<file path="src/common/host_bus_pkg.sv">
package host_bus_pkg;

    // ****************************************************************
    // Address modes of the parallel host port
    // ****************************************************************
    typedef enum logic [1:0] {
        MODE_NONMUX     = 2'b00,  // Separate address pins and data pins
        MODE_MUX_SINGLE = 2'b01,  // Both address bytes with the low latch strobe
        MODE_MUX_DUAL   = 2'b10   // High then low address byte on bits 7-0
    } addr_mode_t;

    // ****************************************************************
    // Transfer phases
    // ****************************************************************
    typedef enum logic [1:0] {
        PH_IDLE  = 2'b00,
        PH_READ  = 2'b01,
        PH_WRITE = 2'b10
    } phase_t;

    // ****************************************************************
    // Widths, positions, reset values and counts
    // ****************************************************************
    localparam int          BUS_W        = 16;      // Shared data / address bus
    localparam int          ADDR_PIN_W   = 5;       // Non-multiplexed address pins
    localparam int          REG_ADDR_W   = 16;      // Internal register address
    localparam int          BYTE_W       = 8;
    localparam int          LOW_BYTE_LSB = 0;       // Lower byte lane position
    localparam int          HIGH_BYTE_LSB = 8;      // Upper byte lane position
    localparam int          SYNC_DEPTH   = 3;       // Capture stages in each pin synchroniser
    localparam logic [2:0]  SETTLE_CYCLES = 3'h5;   // Pin samples ignored after reset
    localparam logic [15:0] ADDR_RESET   = 16'h0000;
    localparam logic [15:0] DATA_RESET   = 16'h0000;
    localparam logic [15:0] LANE_OFF     = 16'h0000;
    localparam logic [15:0] LANE_LOW     = 16'h00FF; // Byte lanes driven in 8-bit mode
    localparam logic [15:0] LANE_ALL     = 16'hFFFF; // Byte lanes driven in 16-bit mode

endpackage : host_bus_pkg

</file>
<file path="src/verilog/pin_sync.sv">
`timescale 1ns/1ps

module pin_sync #(
    parameter int WIDTH = 1
) (
    input  wire logic             ref_clk,  // System clock
    input  wire logic             rst,      // Synchronous reset, active high
    input  wire logic [WIDTH-1:0] asyncIn,  // Pin levels, any timing
    output logic      [WIDTH-1:0] syncOut   // Filtered level in ref_clk domain
);

    // ****************************************************************
    // Three-stage capture with agreement filter
    // ****************************************************************
    logic [WIDTH-1:0] stage1_q;
    logic [WIDTH-1:0] stage2_q;
    logic [WIDTH-1:0] stage3_q;
    logic [WIDTH-1:0] syncOut_q;
    logic [WIDTH-1:0] syncOut_d;

    initial begin
        if (WIDTH < 1) begin
            $error("pin_sync: WIDTH must be at least 1");
        end
    end

    // A bit only moves once stages two and three agree; stage one stays private
    always_comb begin
        for (int i = 0; i < WIDTH; i++) begin
            syncOut_d[i] = (stage2_q[i] == stage3_q[i]) ? stage3_q[i] : syncOut_q[i];
        end
    end

    // Registers only
    always_ff @(posedge ref_clk) begin
        if (rst) begin
            stage1_q  <= '0;
            stage2_q  <= '0;
            stage3_q  <= '0;
            syncOut_q <= '0;
        end else begin
            stage1_q  <= asyncIn;
            stage2_q  <= stage1_q;
            stage3_q  <= stage2_q;
            syncOut_q <= syncOut_d;
        end
    end

    assign syncOut = syncOut_q;

endmodule : pin_sync

</file>
<file path="src/verilog/host_bus_interface.sv">
// What this block does
// - Read strobe marks reads, polarity configurable.
// - Direction pin high reads; polarity bit inverts.
// - Enable strobe marks data phase, polarity configurable.
// - Write strobe marks writes, polarity configurable.
// - Respond only while chip select asserted.
// - Five address pins; 16-bit ignores bit 0.
// - Non-multiplexed 8-bit: upper data lanes disabled.
// - Single-phase: both address bytes on low strobe.
// - Dual-phase: high then low byte on 7-0.
// - Dual-phase 8-bit: upper lanes unused, disabled.
// - Address latched on strobe deassert, polarity configurable.
// - Shared bus carries data after address phase.
`timescale 1ns/1ps

module host_bus_interface
    import host_bus_pkg::*;
#(
    parameter int DATA_W = BUS_W,      // Host data bus width
    parameter int APIN_W = ADDR_PIN_W  // Non-multiplexed address pin count
) (
    input  wire logic              ref_clk,           // System clock, 250 MHz
    input  wire logic              rst,               // Synchronous reset, active high
    // Configuration
    input  wire addr_mode_t        addrMode,          // Address mode select
    input  wire logic              wide16,            // 1: 16-bit data, 0: 8-bit data
    input  wire logic              dirEnableMode,     // 1: direction+enable, 0: read+write
    input  wire logic              readPolFlip,       // Inverts read strobe / direction
    input  wire logic              writePolFlip,      // Inverts write / enable strobes
    input  wire logic              selectPolFlip,     // Inverts chip select
    input  wire logic              latchPolFlip,      // Inverts both address latch strobes
    // Host pins
    input  wire logic              readStrobe,        // Read strobe
    input  wire logic              readWrite,         // Direction pin
    input  wire logic              writeStrobe,       // Write strobe
    input  wire logic              data_phase_strobe, // Data phase enable strobe
    input  wire logic              chipSelect,        // Chip select
    input  wire logic [APIN_W-1:0] addrPins,          // Non-multiplexed address
    input  wire logic              addr_latch_high_byte, // High address latch strobe
    input  wire logic              addr_latch_low_byte,  // Low address latch strobe
    input  wire logic [DATA_W-1:0] busIn,             // Data / address bus, pin level
    output logic      [DATA_W-1:0] busOut,            // Data driven on reads
    output logic      [DATA_W-1:0] busOe,             // Per-bit output enable, high drives
    // Register side
    output logic [REG_ADDR_W-1:0]  regAddr,           // Address of current access
    output logic                   regRead,           // One-cycle read request
    input  wire logic [DATA_W-1:0] regRdData,         // Read data, valid with regRead
    output logic                   regWrite,          // One-cycle write commit
    output logic      [DATA_W-1:0] regWrData          // Write data, valid with regWrite
);

    initial begin
        if (DATA_W != BUS_W) begin
            $error("host_bus_interface: DATA_W must be 16");
        end
        if (APIN_W < 1 || APIN_W >= REG_ADDR_W) begin
            $error("host_bus_interface: APIN_W out of range");
        end
    end

    // ****************************************************************
    // Helpers
    // ****************************************************************
    // Active-low by default; the flip bit makes it active high
    function automatic logic strobeOn(input logic level, input logic flip);
        return level ^ ~flip;
    endfunction : strobeOn

    // Lanes that carry data for the selected width
    function automatic logic [DATA_W-1:0] laneMask(input logic isWide);
        return isWide ? LANE_ALL : LANE_LOW;
    endfunction : laneMask

    // ****************************************************************
    // Pin synchronisers
    // ****************************************************************
    localparam int CTRL_W = 7;
    logic [CTRL_W-1:0] ctrlS;
    logic [APIN_W-1:0] addrPinsS;
    logic [DATA_W-1:0] busS;

    pin_sync #(.WIDTH(CTRL_W)) ctrlSync (
        .ref_clk (ref_clk),
        .rst     (rst),
        .asyncIn ({readStrobe, readWrite, writeStrobe, data_phase_strobe,
                   chipSelect, addr_latch_high_byte, addr_latch_low_byte}),
        .syncOut (ctrlS)
    );

    // Address and data share the strobes' latency, so they line up
    pin_sync #(.WIDTH(APIN_W)) addrSync (
        .ref_clk (ref_clk),
        .rst     (rst),
        .asyncIn (addrPins),
        .syncOut (addrPinsS)
    );

    pin_sync #(.WIDTH(DATA_W)) busSync (
        .ref_clk (ref_clk),
        .rst     (rst),
        .asyncIn (busIn),
        .syncOut (busS)
    );

    // ****************************************************************
    // Decoded strobe levels
    // ****************************************************************
    logic selected;
    logic readPhase;
    logic writePhase;
    logic dirIsRead;
    logic latchHiOn;
    logic latchLoOn;

    assign selected   = strobeOn(ctrlS[2], selectPolFlip);
    assign dirIsRead  = ctrlS[5] ^ readPolFlip;
    // read strobe, enable strobe with direction
    assign readPhase  = dirEnableMode ? (strobeOn(ctrlS[3], writePolFlip) & dirIsRead)
                                      : strobeOn(ctrlS[6], readPolFlip);
    // write strobe, enable strobe with direction
    assign writePhase = dirEnableMode ? (strobeOn(ctrlS[3], writePolFlip) & ~dirIsRead)
                                      : strobeOn(ctrlS[4], writePolFlip);
    assign latchHiOn  = strobeOn(ctrlS[1], latchPolFlip);
    assign latchLoOn  = strobeOn(ctrlS[0], latchPolFlip);

    // ****************************************************************
    // Startup settle
    // ****************************************************************
    // Synchroniser outputs hold reset zeros first, which look like active strobes
    logic [2:0] settle_q;
    logic [2:0] settle_d;
    logic       ready;

    assign ready = (settle_q == SETTLE_CYCLES);

    always_comb begin
        settle_d = ready ? settle_q : settle_q + 3'h1;
    end

    always_ff @(posedge ref_clk) begin
        if (rst) begin
            settle_q <= 3'h0;
        end else begin
            settle_q <= settle_d;
        end
    end

    // ****************************************************************
    // Multiplexed address latches
    // ****************************************************************
    logic [BYTE_W-1:0]     shadowHi_q, shadowHi_d;
    logic [DATA_W-1:0]     shadowLo_q, shadowLo_d;
    logic                  latchHiWas_q, latchHiWas_d;
    logic                  latchLoWas_q, latchLoWas_d;
    logic [REG_ADDR_W-1:0] muxAddr_q, muxAddr_d;
    logic [REG_ADDR_W-1:0] effAddr;

    // Bus is shadowed while a strobe is on, so the edge itself needs no hold time
    always_comb begin
        shadowHi_d   = shadowHi_q;
        shadowLo_d   = shadowLo_q;
        muxAddr_d    = muxAddr_q;
        latchHiWas_d = latchHiOn & ready;
        latchLoWas_d = latchLoOn & ready;
        if (latchHiOn) begin
            shadowHi_d = busS[LOW_BYTE_LSB +: BYTE_W];
        end
        if (latchLoOn) begin
            shadowLo_d = busS;
        end
        unique case (addrMode)
            MODE_MUX_SINGLE: begin
                if (latchLoWas_q && !latchLoOn) begin
                    muxAddr_d = shadowLo_q;
                end
            end
            MODE_MUX_DUAL: begin
                if (latchHiWas_q && !latchHiOn) begin
                    muxAddr_d[HIGH_BYTE_LSB +: BYTE_W] = shadowHi_q;
                end
                if (latchLoWas_q && !latchLoOn) begin
                    muxAddr_d[LOW_BYTE_LSB +: BYTE_W] = shadowLo_q[LOW_BYTE_LSB +: BYTE_W];
                end
            end
            MODE_NONMUX: begin
                muxAddr_d = muxAddr_q;
            end
            default: begin
                muxAddr_d = muxAddr_q;
            end
        endcase
    end

    always_ff @(posedge ref_clk) begin
        if (rst) begin
            shadowHi_q   <= '0;
            shadowLo_q   <= '0;
            latchHiWas_q <= 1'b0;
            latchLoWas_q <= 1'b0;
            muxAddr_q    <= ADDR_RESET;
        end else begin
            shadowHi_q   <= shadowHi_d;
            shadowLo_q   <= shadowLo_d;
            latchHiWas_q <= latchHiWas_d;
            latchLoWas_q <= latchLoWas_d;
            muxAddr_q    <= muxAddr_d;
        end
    end

    // Address seen at the start of a transfer
    always_comb begin
        effAddr = muxAddr_q;
        if (addrMode == MODE_NONMUX) begin
            effAddr = {{(REG_ADDR_W-APIN_W){1'b0}}, addrPinsS};
            if (wide16) begin
                effAddr[0] = 1'b0;
            end
        end
    end

    // ****************************************************************
    // Transfer sequencer
    // ****************************************************************
    phase_t                phase_q, phase_d;
    logic [REG_ADDR_W-1:0] regAddr_q, regAddr_d;
    logic                  regRead_q, regRead_d;
    logic                  regWrite_q, regWrite_d;
    logic [DATA_W-1:0]     regWrData_q, regWrData_d;
    logic [DATA_W-1:0]     holdData_q, holdData_d;

    always_comb begin
        phase_d     = phase_q;
        regAddr_d   = regAddr_q;
        regRead_d   = 1'b0;
        regWrite_d  = 1'b0;
        regWrData_d = regWrData_q;
        holdData_d  = holdData_q;
        unique case (phase_q)
            PH_IDLE: begin
                if (ready && selected && readPhase) begin
                    phase_d   = PH_READ;
                    regAddr_d = effAddr;
                    regRead_d = 1'b1;
                end else if (ready && selected && writePhase) begin
                    phase_d   = PH_WRITE;
                    regAddr_d = effAddr;
                end
            end
            PH_READ: begin
                if (!(selected && readPhase)) begin
                    phase_d = PH_IDLE;
                end
            end
            PH_WRITE: begin
                if (writePhase) begin
                    holdData_d = busS & laneMask(wide16);
                end
                if (!selected) begin
                    phase_d = PH_IDLE;
                end else if (!writePhase) begin
                    phase_d     = PH_IDLE;
                    regWrite_d  = 1'b1;
                    regWrData_d = holdData_q;
                end
            end
            default: begin
                phase_d = PH_IDLE;
            end
        endcase
    end

    always_ff @(posedge ref_clk) begin
        if (rst) begin
            phase_q     <= PH_IDLE;
            regAddr_q   <= ADDR_RESET;
            regRead_q   <= 1'b0;
            regWrite_q  <= 1'b0;
            regWrData_q <= DATA_RESET;
            holdData_q  <= DATA_RESET;
        end else begin
            phase_q     <= phase_d;
            regAddr_q   <= regAddr_d;
            regRead_q   <= regRead_d;
            regWrite_q  <= regWrite_d;
            regWrData_q <= regWrData_d;
            holdData_q  <= holdData_d;
        end
    end

    // ****************************************************************
    // Bus drivers
    // ****************************************************************
    logic [DATA_W-1:0] busOut_q, busOut_d;
    logic [DATA_W-1:0] busOe_q, busOe_d;

    // Driver turns on two cycles after the read request, one cycle after data is loaded
    always_comb begin
        busOut_d = busOut_q;
        busOe_d  = LANE_OFF;
        if (regRead_q) begin
            busOut_d = regRdData & laneMask(wide16);
        end
        if (phase_q == PH_READ && selected && readPhase && !regRead_q) begin
            busOe_d = laneMask(wide16);
        end
    end

    always_ff @(posedge ref_clk) begin
        if (rst) begin
            busOut_q <= DATA_RESET;
            busOe_q  <= LANE_OFF;
        end else begin
            busOut_q <= busOut_d;
            busOe_q  <= busOe_d;
        end
    end

    assign busOut    = busOut_q;
    assign busOe     = busOe_q;
    assign regAddr   = regAddr_q;
    assign regRead   = regRead_q;
    assign regWrite  = regWrite_q;
    assign regWrData = regWrData_q;

endmodule : host_bus_interface

</file>
<file path="config.mk">
export PLATFORM = sky130hd
export DESIGN_NAME = host_bus_interface
export DESIGN_NICKNAME = d
export VERILOG_FILES = /design/src/common/host_bus_pkg.sv /design/src/verilog/pin_sync.sv /design/src/verilog/host_bus_interface.sv
export SDC_FILE = /design/constraint.sdc
export NUM_CORES = 1
export LEC_CHECK = 0
export BUFFER_PORTS_ARGS = -buffer_cell sky130_fd_sc_hd__buf_4
export CAP_MARGIN = 25
export CORE_MARGIN = 3
export CORE_UTILIZATION = 45
export DETAILED_ROUTE_END_ITERATION = 8
export PLACE_DENSITY = 0.72
export SLEW_MARGIN = 20
export SYNTH_ARGS = -nofsm -noshare
export SYNTH_HDL_FRONTEND = slang
export SYNTH_SLANG_ARGS = --single-unit
</file>
<file path="constraint.sdc">
create_clock -name ref_clk -period 2.29 [get_ports ref_clk]
set_input_delay 0.1145 -clock ref_clk [delete_from_list [all_inputs] [get_ports ref_clk]]
set_output_delay 0.1145 -clock ref_clk [all_outputs]
set_load 0.02 [all_outputs]
</file>
==> results of run 1 <==
cells by family (layout without fill, tap and decap cells):
| group | after synthesis | in the layout | synth area share, % |
|---|---|---|---|
| muxes | 44 | 44 | 5.70 |
| AOI/OAI and AO/OA | 140 | 140 | 10.3 |
| buffers and inverters | 65 | 228 | 3.96 |
| other | 0 | 1 | 0 |
| DFF | 227 | 227 | 58.8 |
| and+or+nand+nor | 306 | 306 | 19.1 |
| adders and majority gates | 5 | 5 | 0.809 |
| xor gates and xnor gates | 10 | 10 | 1.33 |
per-stage QoR:
stage	power, mW	util, %
after floorplan	4.35	-
after global placement	4.48	52.6
after detailed placement	4.49	52.6
after CTS	8.32	60.0
after global routing	8.52	60.0
final	8.23	60.0
cell type report:
cell class | instances | area share, %
Sequential cell | 227 | 45.4
Multi-Input combinational cell | 505 | 28.9
Timing Repair Buffer | 179 | 14.8
Clock buffer | 32 | 6.88
Tap cell | 220 | 2.75
Clock inverter | 8 | 0.899
Inverter | 9 | 0.337
Antenna cell | 1 | 0.0250
report_power, final:
group / leakage [nW] / internal [mW] / switching [mW]
registers: 1.84 / 4.03 / 0.0370
clock network: 0.394 / 2.31 / 1.46
logic: 1.66 / 0.208 / 0.186
flip-flops by register name, summed over array words and instances, names as in the netlist, 2 cells and up:
register,count
muxAddr_q,16
addrSync.syncOut,5
busSync.syncOut,16
busSync.stage3_q,16
ctrlSync.stage2_q,7
shadowLo_q,16
addrSync.stage2_q,5
regWrData,16
phase_q,2
settle_q,3
busSync.stage1_q,16
holdData_q,16
regAddr,16
busOe,2
busSync.stage2_q,16
ctrlSync.stage3_q,7
ctrlSync.syncOut,7
addrSync.stage3_q,5
busOut,16
shadowHi_q,8
ctrlSync.stage1_q,7
addrSync.stage1_q,5
worst max-delay path by stage:
stage / endpoint / slack (ps) / cells past startpoint
5_1_grt: phase_q[1] / 150 / 7
6_report: regAddr[0] / 360 / 7
2_1_floorplan: muxAddr_q[0] / 520 / 7
3_5_place_dp: regAddr[0] / 370 / 7
4_1_cts: regAddr[0] / 360 / 7
3_3_place_gp: regAddr[0] / 480 / 7
cells in the final DEF (no fill, tap or decap), types with 2 or more instances in the layout:
master         synthesis  routed
bufinv_16              0       2
clkbuf_16              0      23
o41ai_1                2       2
nand2_2                2       2
a21oi_1               88      88
dfxtp_1              227     227
buf_4                 14     130
ha_1                   5       5
clkbuf_8               0       8
xor2_1                 2       2
xnor2_1                6       6
nand3b_1              13      13
nand2_1              117     117
dlygate4sd3_1          0      46
nand3_1               10      10
nor2_1                59      59
o21ai_0               28      28
inv_1                  9       9
mux2i_1               44      44
buf_12                 0       2
nor2b_1               93      93
clkinv_2               0       6
a211oi_1              11      11
a211oi_2               2       2
nor3_1                 5       5
xor2_2                 2       2
worst max-delay path, delay by kind of cell (launching register included):
| family | cells | cell delay (ps) |
|---|---|---|
| AND/OR/NAND/NOR | 3 | 590 |
| AO/OA/AOI/OAI | 2 | 450 |
| flip-flops | 1 | 380 |
| buffers and inverters | 1 | 250 |
| adder cells (fa/ha/maj) | 1 | 190 |
per-layer routing:
metal / wire length, um / vias up / track usage (%)
met5: 0 / - / 0
met4: 361 / 0 / 5.04
met3: 1100 / 32 / 3.49
met2: 7060 / 159 / 27.4
met1: 6950 / 2528 / 21.4
li1: - / 2914 / -
==> run metrics, run 1 <==
WL final 15.5 mm; DP HPWL 9.85 mm; Final Max Slew Viols 0; fin crit share 84.4%; Final TNS setup 0 ps; largest net degree at the start of global routing 90; Clock Path Buffers 3; layout cells sized above 1 19.0%; final hold vios 0; Worst-Margin Slew 791 ps; I/O pins 120; register bit count reported by yosys 227; Worst R2R End regAddr[0]; Layout fillers 1423; Synthesis Warnings 0; mean post-synth cell area 9.70 um^2; pwr dens 822 nW/um^2; Max-cap violations 0; largest cells by area after synthesis dfxtp_1 59%, nor2b_1 7.5%, a21oi_1 5.7%; DRC viols 0; area leader, netlist dfxtp_1; clk root buf clkbuf_16; WHS Endpoint shadowHi_q[7]; cells after synthesis 797; crit path kind flop to flop; top-count cell post-synth dfxtp_1; H-tree depth 1; Netlist Area Pre-Place 7730 um^2; Num CTS Buffers 23; crit path cell chain ha_1 -> nand2_1 -> nor4_1 -> o311a_1 -> buf_4 -> nor2_1 -> a311oi_1; clk_lat worst skew 500 ps; Reg2Reg Depth 7; Max VDD drop 0.720 mV; Placed Cells 1094; max frequency 517 MHz; Hold Path Origin latchPolFlip; slowest CP cell dfxtp_1; post-CTS setup buffers 0; DR iter-0 viols 284; critical path peak fanout 21; syn_nets 856; antenna violations before repair 0; routed vias 5633; Leakage Power 3.90 nW; post-cts resize count 0; Post-Layout Inst Area 10000 um^2; share of the synthesized area in the top cell type 58.8%; hold buffer count at cts 46; RSZ-0062 raised after global routing false; pre-CTS setup slack 366 ps; GR Overflow Total 0; post-route ant nets 0; vias in the first global route 5340; most frequent cells after synthesis 227 x dfxtp_1, 117 x nand2_1, 93 x nor2b_1; HP Class input pin to flop; CORE AREA 16700 um^2; Wirelength per Cell 13.1 um; Req. time, crit path 2710 ps; first-pass GRT wire length 25.3 mm; Final Worst Setup Slack 357 ps; hold slack final 156 ps; Die Footprint 18800 um^2; # port buffers 119; Primary FF master, synth dfxtp_1; Slew HR 46.9%; CP startpoint settle_q[0]; Synth cell types 40; r2r startpoint settle_q[0]; Area Overhead vs Synth 29.6%; Pre-antenna DRT Iters 4; Cell Rows 47; # clock sinks 227; Die Ht 137 um; gp weighted congestion 0.766; final setup vio count 0; CP max stage delay 380 ps; Seq/Total Area, Yosys 58.8%; R2R setup slack 360 ps; final net count 1004; GR Util All Layers 16.4%; fin cells 1181; CTS tree done; status completed; crit end category flop; Initial Utilization 46.3%; clk_skew 17.7 ps; Post-DP Area 8780 um^2; Die Wd 137 um; vias per cell 4.77; Sequential cell area 4540 um^2; Worst Path Arrival 2350 ps; area occupied by multi-input gates 2900 um^2; minimum clock period 1930 ps; async set-or-reset flop fraction in the synthesized netlist 0%; Post-synth EDFFs 0; critical path launch point type flop; Hold Crit Depth 5; Clock transition at path regs 60 ps
No activity file was read; power rests on OpenSTA's default activity.
==> run 2, diff against run 1 <==
--- a/config.mk
+++ b/config.mk
@@ -10,7 +10,7 @@
 export CORE_MARGIN = 3
 export CORE_UTILIZATION = 45
 export DETAILED_ROUTE_END_ITERATION = 8
-export PLACE_DENSITY = 0.72
+export PLACE_DENSITY = 0.74
 export SLEW_MARGIN = 20
 export SYNTH_ARGS = -nofsm -noshare
 export SYNTH_HDL_FRONTEND = slang
==> constraint.sdc (replaced) <==
create_clock -name ref_clk -period 1.6 [get_ports ref_clk]
set_input_delay 0.08 -clock ref_clk [delete_from_list [all_inputs] [get_ports ref_clk]]
set_output_delay 0.08 -clock ref_clk [all_outputs]
set_load 0.02 [all_outputs]
==> run metrics, run 2 (synthesized netlist as in run 1, its figures left out) <==
HP Class input pin to flop; crit path kind flop to flop; fin crit share 102% (+17 points); final hold vios 0 (unchanged); minimum clock period 1630 ps (-303 ps); Layout fillers 1385 (-2.7%); final core area utilization 62.9% (+2.9 points); Worst Path Arrival 2040 ps (-310 ps); CORE AREA 16700 um^2 (unchanged); WL final 16.8 mm (+8.3%); clk_skew 6.88 ps (-10.8 ps); Reg2Reg Depth 6 (-1); CTS tree done; DRC viols 0 (unchanged); gp weighted congestion 0.811 (+5.9%); Worst-Margin Slew 374 ps (-417 ps); hold slack final 70.4 ps (-86.0 ps); RSZ-0062 raised after global routing true; CP max stage delay 360 ps (-20 ps); Top Family by Delay on Critical Path compound AO/OA/AOI/OAI gates; vias per cell 4.81 (+0.94%); Die Footprint 18800 um^2 (unchanged); first-pass GRT wire length 26.5 mm (+4.7%); Max-cap violations 0 (unchanged); Initial Utilization 46.3% (unchanged); GR Util All Layers 17.3% (+0.91 points); critical path peak fanout 6 (-71%); Slew HR 74.9% (+28 points); Area Overhead vs Synth 35.8%; worst path bufs/invs 1 (unchanged); Leakage Power 4.07 nW (+4.3%); Die Ht 137 um (unchanged); Final Worst Setup Slack -29.7 ps (-387 ps); Max VDD drop 0.738 mV (+2.6%); antenna violations before repair 0 (unchanged); final net count 1034 (+3.0%); pwr dens 1080 nW/um^2 (+32%); ant diodes 0 (-1); DP HPWL 10.3 mm (+4.6%); Clock Path Buffers 3 (unchanged); DR iter-0 viols 284 (unchanged); GR Overflow Total 0 (unchanged); layout cells sized above 1 22.6% (+3.7 points); max frequency 614 MHz (+19%); # port buffers 119 (unchanged); routed vias 5821 (+3.3%); Cell Rows 47 (unchanged); Die Wd 137 um (unchanged); Pre-antenna DRT Iters 4 (unchanged); final setup vio count 1 (+1); Clock transition at path regs 60 ps (about the same); failing checks setup timing; vias in the first global route 5591 (+4.7%); H-tree depth 1 (unchanged); clk_lat worst skew 490 ps (about the same); Num CTS Buffers 23 (unchanged); commonest non-fill, non-tap cells in the layout 218 x dfxtp_1, 138 x buf_4, 114 x nand2_1; Stages on worst setup path 6 (-1); I/O pins 120 (unchanged); status finished, violations left; crit path cell chain xor2_4 -> nor4_4 -> o311a_4 -> buf_6 -> nand3b_1 -> a21oi_1; post-route ant nets 0 (unchanged); Wirelength per Cell 13.9 um (+5.8%); Hold Crit Depth 4 (-1); Req. time, crit path 2020 ps (-690 ps); slowest CP cell dfxtp_4; largest net degree at the start of global routing 75 (-17%); clk root buf clkbuf_16; commonest non-fill, non-tap cell in the layout dfxtp_1; crit end category flop; Final Max Slew Viols 0 (unchanged); # clock sinks 227 (unchanged); critical path launch point type flop
-- run 2: layout make-up --
class	count	area, um^2	share of cell area, %
flip-flops and latches	227	4570	43.5
multi-input cells	505	3080	29.3
repair buffers	209	1850	17.7
clock buffers	35	671	6.39
well taps	220	275	2.62
inverters	9	33.8	0.322
clock inverters	4	25.0	0.238
-- run 2: worst paths after layout --
kind / start / to / slack (ps)
min reg2reg: busSync.stage1_q[7] / busSync.stage2_q[7] / 430
min: dirEnableMode / regAddr[15] / 70
max reg2reg: ctrlSync.syncOut[2] / regAddr[15] / -30
max: ctrlSync.syncOut[2] / regAddr[15] / -30
-- run 2: repair_timing --
action	4_1_cts	5_1_grt
pin swaps	1	17
endpoints found under the hold margin	72	0
setup endpoints to repair	36	55
cloned	0	4
resized for setup	7	34
buffers inserted	0	6
hold buffers	56	0
-- run 2: tightest hold or removal path: stages --
cell      delay (ps)
buf_4            120
o311ai_2         140
nand2_1           90
a21oi_1           70
-- run 2: power by group --
part           internal [mW]  switching (mW)
logic                  0.364           0.306
clock network           2.87            2.00
registers               5.77          0.0537
-- run 2: per-layer routing --
metal	wire, um	up-vias	track usage (%)
li1	-	2972	-
met1	7260	2677	22.3
met2	8130	148	29.8
met3	1040	24	3.38
met4	329	0	4.55
met5	0	-	0
-- run 2: through the flow --
step / cell area, um^2 / total power, mW / setup WS [ps] / TNS (ps) / cells
6_report: 10500 / 11.4 / -29.7 / -29.7 / 1209
5_1_grt: 10500 / 11.8 / -60.1 / -709 / 1209
4_1_cts: 10200 / 11.5 / -0.453 / -0.453 / 1199
3_5_place_dp: 8930 / 6.47 / -71.0 / -646 / 1104
3_3_place_gp: 8930 / 6.46 / 6.47 / 0 / 1104
2_1_floorplan: 7790 / 6.23 / -24.8 / -223 / 797
==> run 3, diff against run 2 <==
--- a/config.mk
+++ b/config.mk
@@ -10,7 +10,7 @@
 export CORE_MARGIN = 3
 export CORE_UTILIZATION = 45
 export DETAILED_ROUTE_END_ITERATION = 8
-export PLACE_DENSITY = 0.74
+export PLACE_DENSITY = 0.72
 export SLEW_MARGIN = 20
 export SYNTH_ARGS = -nofsm -noshare
 export SYNTH_HDL_FRONTEND = slang
==> constraint.sdc (replaced) <==
create_clock -name ref_clk -period 1.7 [get_ports ref_clk]
set_input_delay 0.085 -clock ref_clk [delete_from_list [all_inputs] [get_ports ref_clk]]
set_output_delay 0.085 -clock ref_clk [all_outputs]
set_load 0.02 [all_outputs]
==> run metrics, run 3 (synthesized netlist as in run 1, its figures left out) <==
status completed; Initial Utilization 46.3% (unchanged); critical path peak fanout 9 (+3); antenna violations before repair 0 (unchanged); max frequency 592 MHz (-3.5%); final core area utilization 61.3% (-1.6 points); Wirelength per Cell 13.5 um (-2.5%); clk root buf clkbuf_16; GR Overflow Total 0 (unchanged); layout cells sized above 1 20.9% (-1.7 points); I/O pins 120 (unchanged); final net count 1021 (-1.3%); Top Family by Delay on Critical Path buffers and inverters; Worst Path Arrival 2070 ps (+30 ps); Pre-antenna DRT Iters 4 (unchanged); clk_lat worst skew 510 ps (+20 ps); Worst-Margin Slew 441 ps (+67.0 ps); post-route ant nets 0 (unchanged); routed vias 5691 (-2.2%); crit end category flop; hold slack final 73.5 ps (+3.09 ps); WL final 16.2 mm (-3.7%); fin crit share 99.4% (-2.5 points); DP HPWL 10.4 mm (+1.1%); DR iter-0 viols 282 (-0.70%); Final Max Slew Viols 0 (unchanged); GR Util All Layers 16.9% (-0.47 points); # port buffers 119 (unchanged); CTS tree done; Clock Path Buffers 3 (unchanged); Cell Rows 47 (unchanged); clk_skew 18.9 ps (+12.0 ps); Area Overhead vs Synth 32.3%; RSZ-0062 raised after global routing true; minimum clock period 1690 ps (+59.5 ps); Req. time, crit path 2080 ps (+60 ps); Final Worst Setup Slack 10.8 ps (+40.5 ps); Slew HR 70.6% (-4.3 points); DRC viols 0 (unchanged); HP Class input pin to flop; Leakage Power 3.98 nW (-2.1%); final hold vios 0 (unchanged); commonest non-fill, non-tap cells in the layout 222 x dfxtp_1, 137 x buf_4, 116 x nand2_1; commonest non-fill, non-tap cell in the layout dfxtp_1; Max-cap violations 0 (unchanged); Num CTS Buffers 23 (unchanged); Layout fillers 1427 (+3.0%); Final TNS setup 0 ps (+29.7 ps); # clock sinks 227 (unchanged); slowest CP cell dfxtp_2; crit path kind flop to flop; crit path cell chain xor2_2 -> buf_6 -> nor4bb_4 -> buf_4 -> buf_12 -> mux2i_1 -> nor2_1; CORE AREA 16700 um^2 (unchanged); total power draw 10.7 mW (-5.8%); vias per cell 4.76 (-1.1%); largest net degree at the start of global routing 56 (-25%); vias in the first global route 5308 (-5.1%); Max VDD drop 0.813 mV (+10%); ant diodes 0 (unchanged); Die Ht 137 um (unchanged); worst path bufs/invs 3 (+2); pwr dens 1050 nW/um^2 (-3.3%); Die Footprint 18800 um^2 (unchanged); H-tree depth 1 (unchanged); gp weighted congestion 0.770 (-5.1%); first-pass GRT wire length 25.8 mm (-2.6%); Die Wd 137 um (unchanged); critical path launch point type flop; final setup vio count 0 (-1); CP max stage delay 340 ps (-20 ps); pre-CTS setup slack -66.2 ps (+4.80 ps); Clock transition at path regs 60 ps (about the same)
==> run 3: changes by cell type in the layout (fill, tap and decap cells not counted), moves of 3 or more <==
cell and change:
xor2_4 -3, xor2_2 +3, dfxtp_1 +4, buf_6 -4, dlygate4sd3_1 -7, a211oi_1 +3
a211oi_2 -3, dfxtp_4 -4
==> run 3: per-stage QoR <==
step	cell area, um^2	cells
after floorplan	7740	797
after global routing	10200	1195
after detailed placement	8910	1103
after CTS	10100	1190
final	10200	1195
after global placement	8910	1103
==> run 3: path summary, 6_finish.rpt <==
path	slack, ps	start	end	cells after the start
setup / recovery	10	ctrlSync.syncOut[2]	regWrData[10]	7
hold / removal	70	dirEnableMode	phase_q[1]	5
setup reg to reg	10	ctrlSync.syncOut[2]	regWrData[10]	7
hold reg to reg	430	ctrlSync.stage1_q[5]	ctrlSync.stage2_q[5]	1
==> run 3: area by class of cell <==
cell class,count,area [um^2],area share (%)
timing repair buffer,196,1710,16.7
clock buffer,35,681,6.65
sequential,227,4550,44.5
clock inverter,3,18.8,0.183
tap,220,275,2.69
multi-input combinational,505,2970,29.0
inverter,9,33.8,0.330
==> run 3: routing by layer <==
| metal | vias to the layer above | share of wire, % | global-route usage (%) |
|---|---|---|---|
| met1 | 2593 | 45 | 21.9 |
| met2 | 128 | 48 | 28.8 |
| met3 | 29 | 5.3 | 3.42 |
| li1 | 2941 | - | - |
| met5 | - | 0 | 0 |
| met4 | 0 | 2.1 | 4.27 |
==> run 3: where the power goes <==
group | total [mW] | internal (mW) | switching (mW)
Clock | 4.64 | 2.74 | 1.90
Sequential | 5.48 | 5.43 | 0.0483
Combinational | 0.584 | 0.314 | 0.270
==> run 3: worst min-delay path, cell delays in order <==
cell,delay [ps]
buf_4,110
nand2_1,70
o311ai_1,110
a211o_1,110
o41ai_1,60
==> run 3: what timing repair did <==
item | 4_1_cts | 5_1_grt
pin swaps | 2 | 2
buffers inserted | 0 | 4
hold buffers | 49 | 0
cloned | 0 | 1
hold endpoints to repair | 82 | 0
gates resized for setup | 1 | 16
setup endpoints to repair | 11 | 33
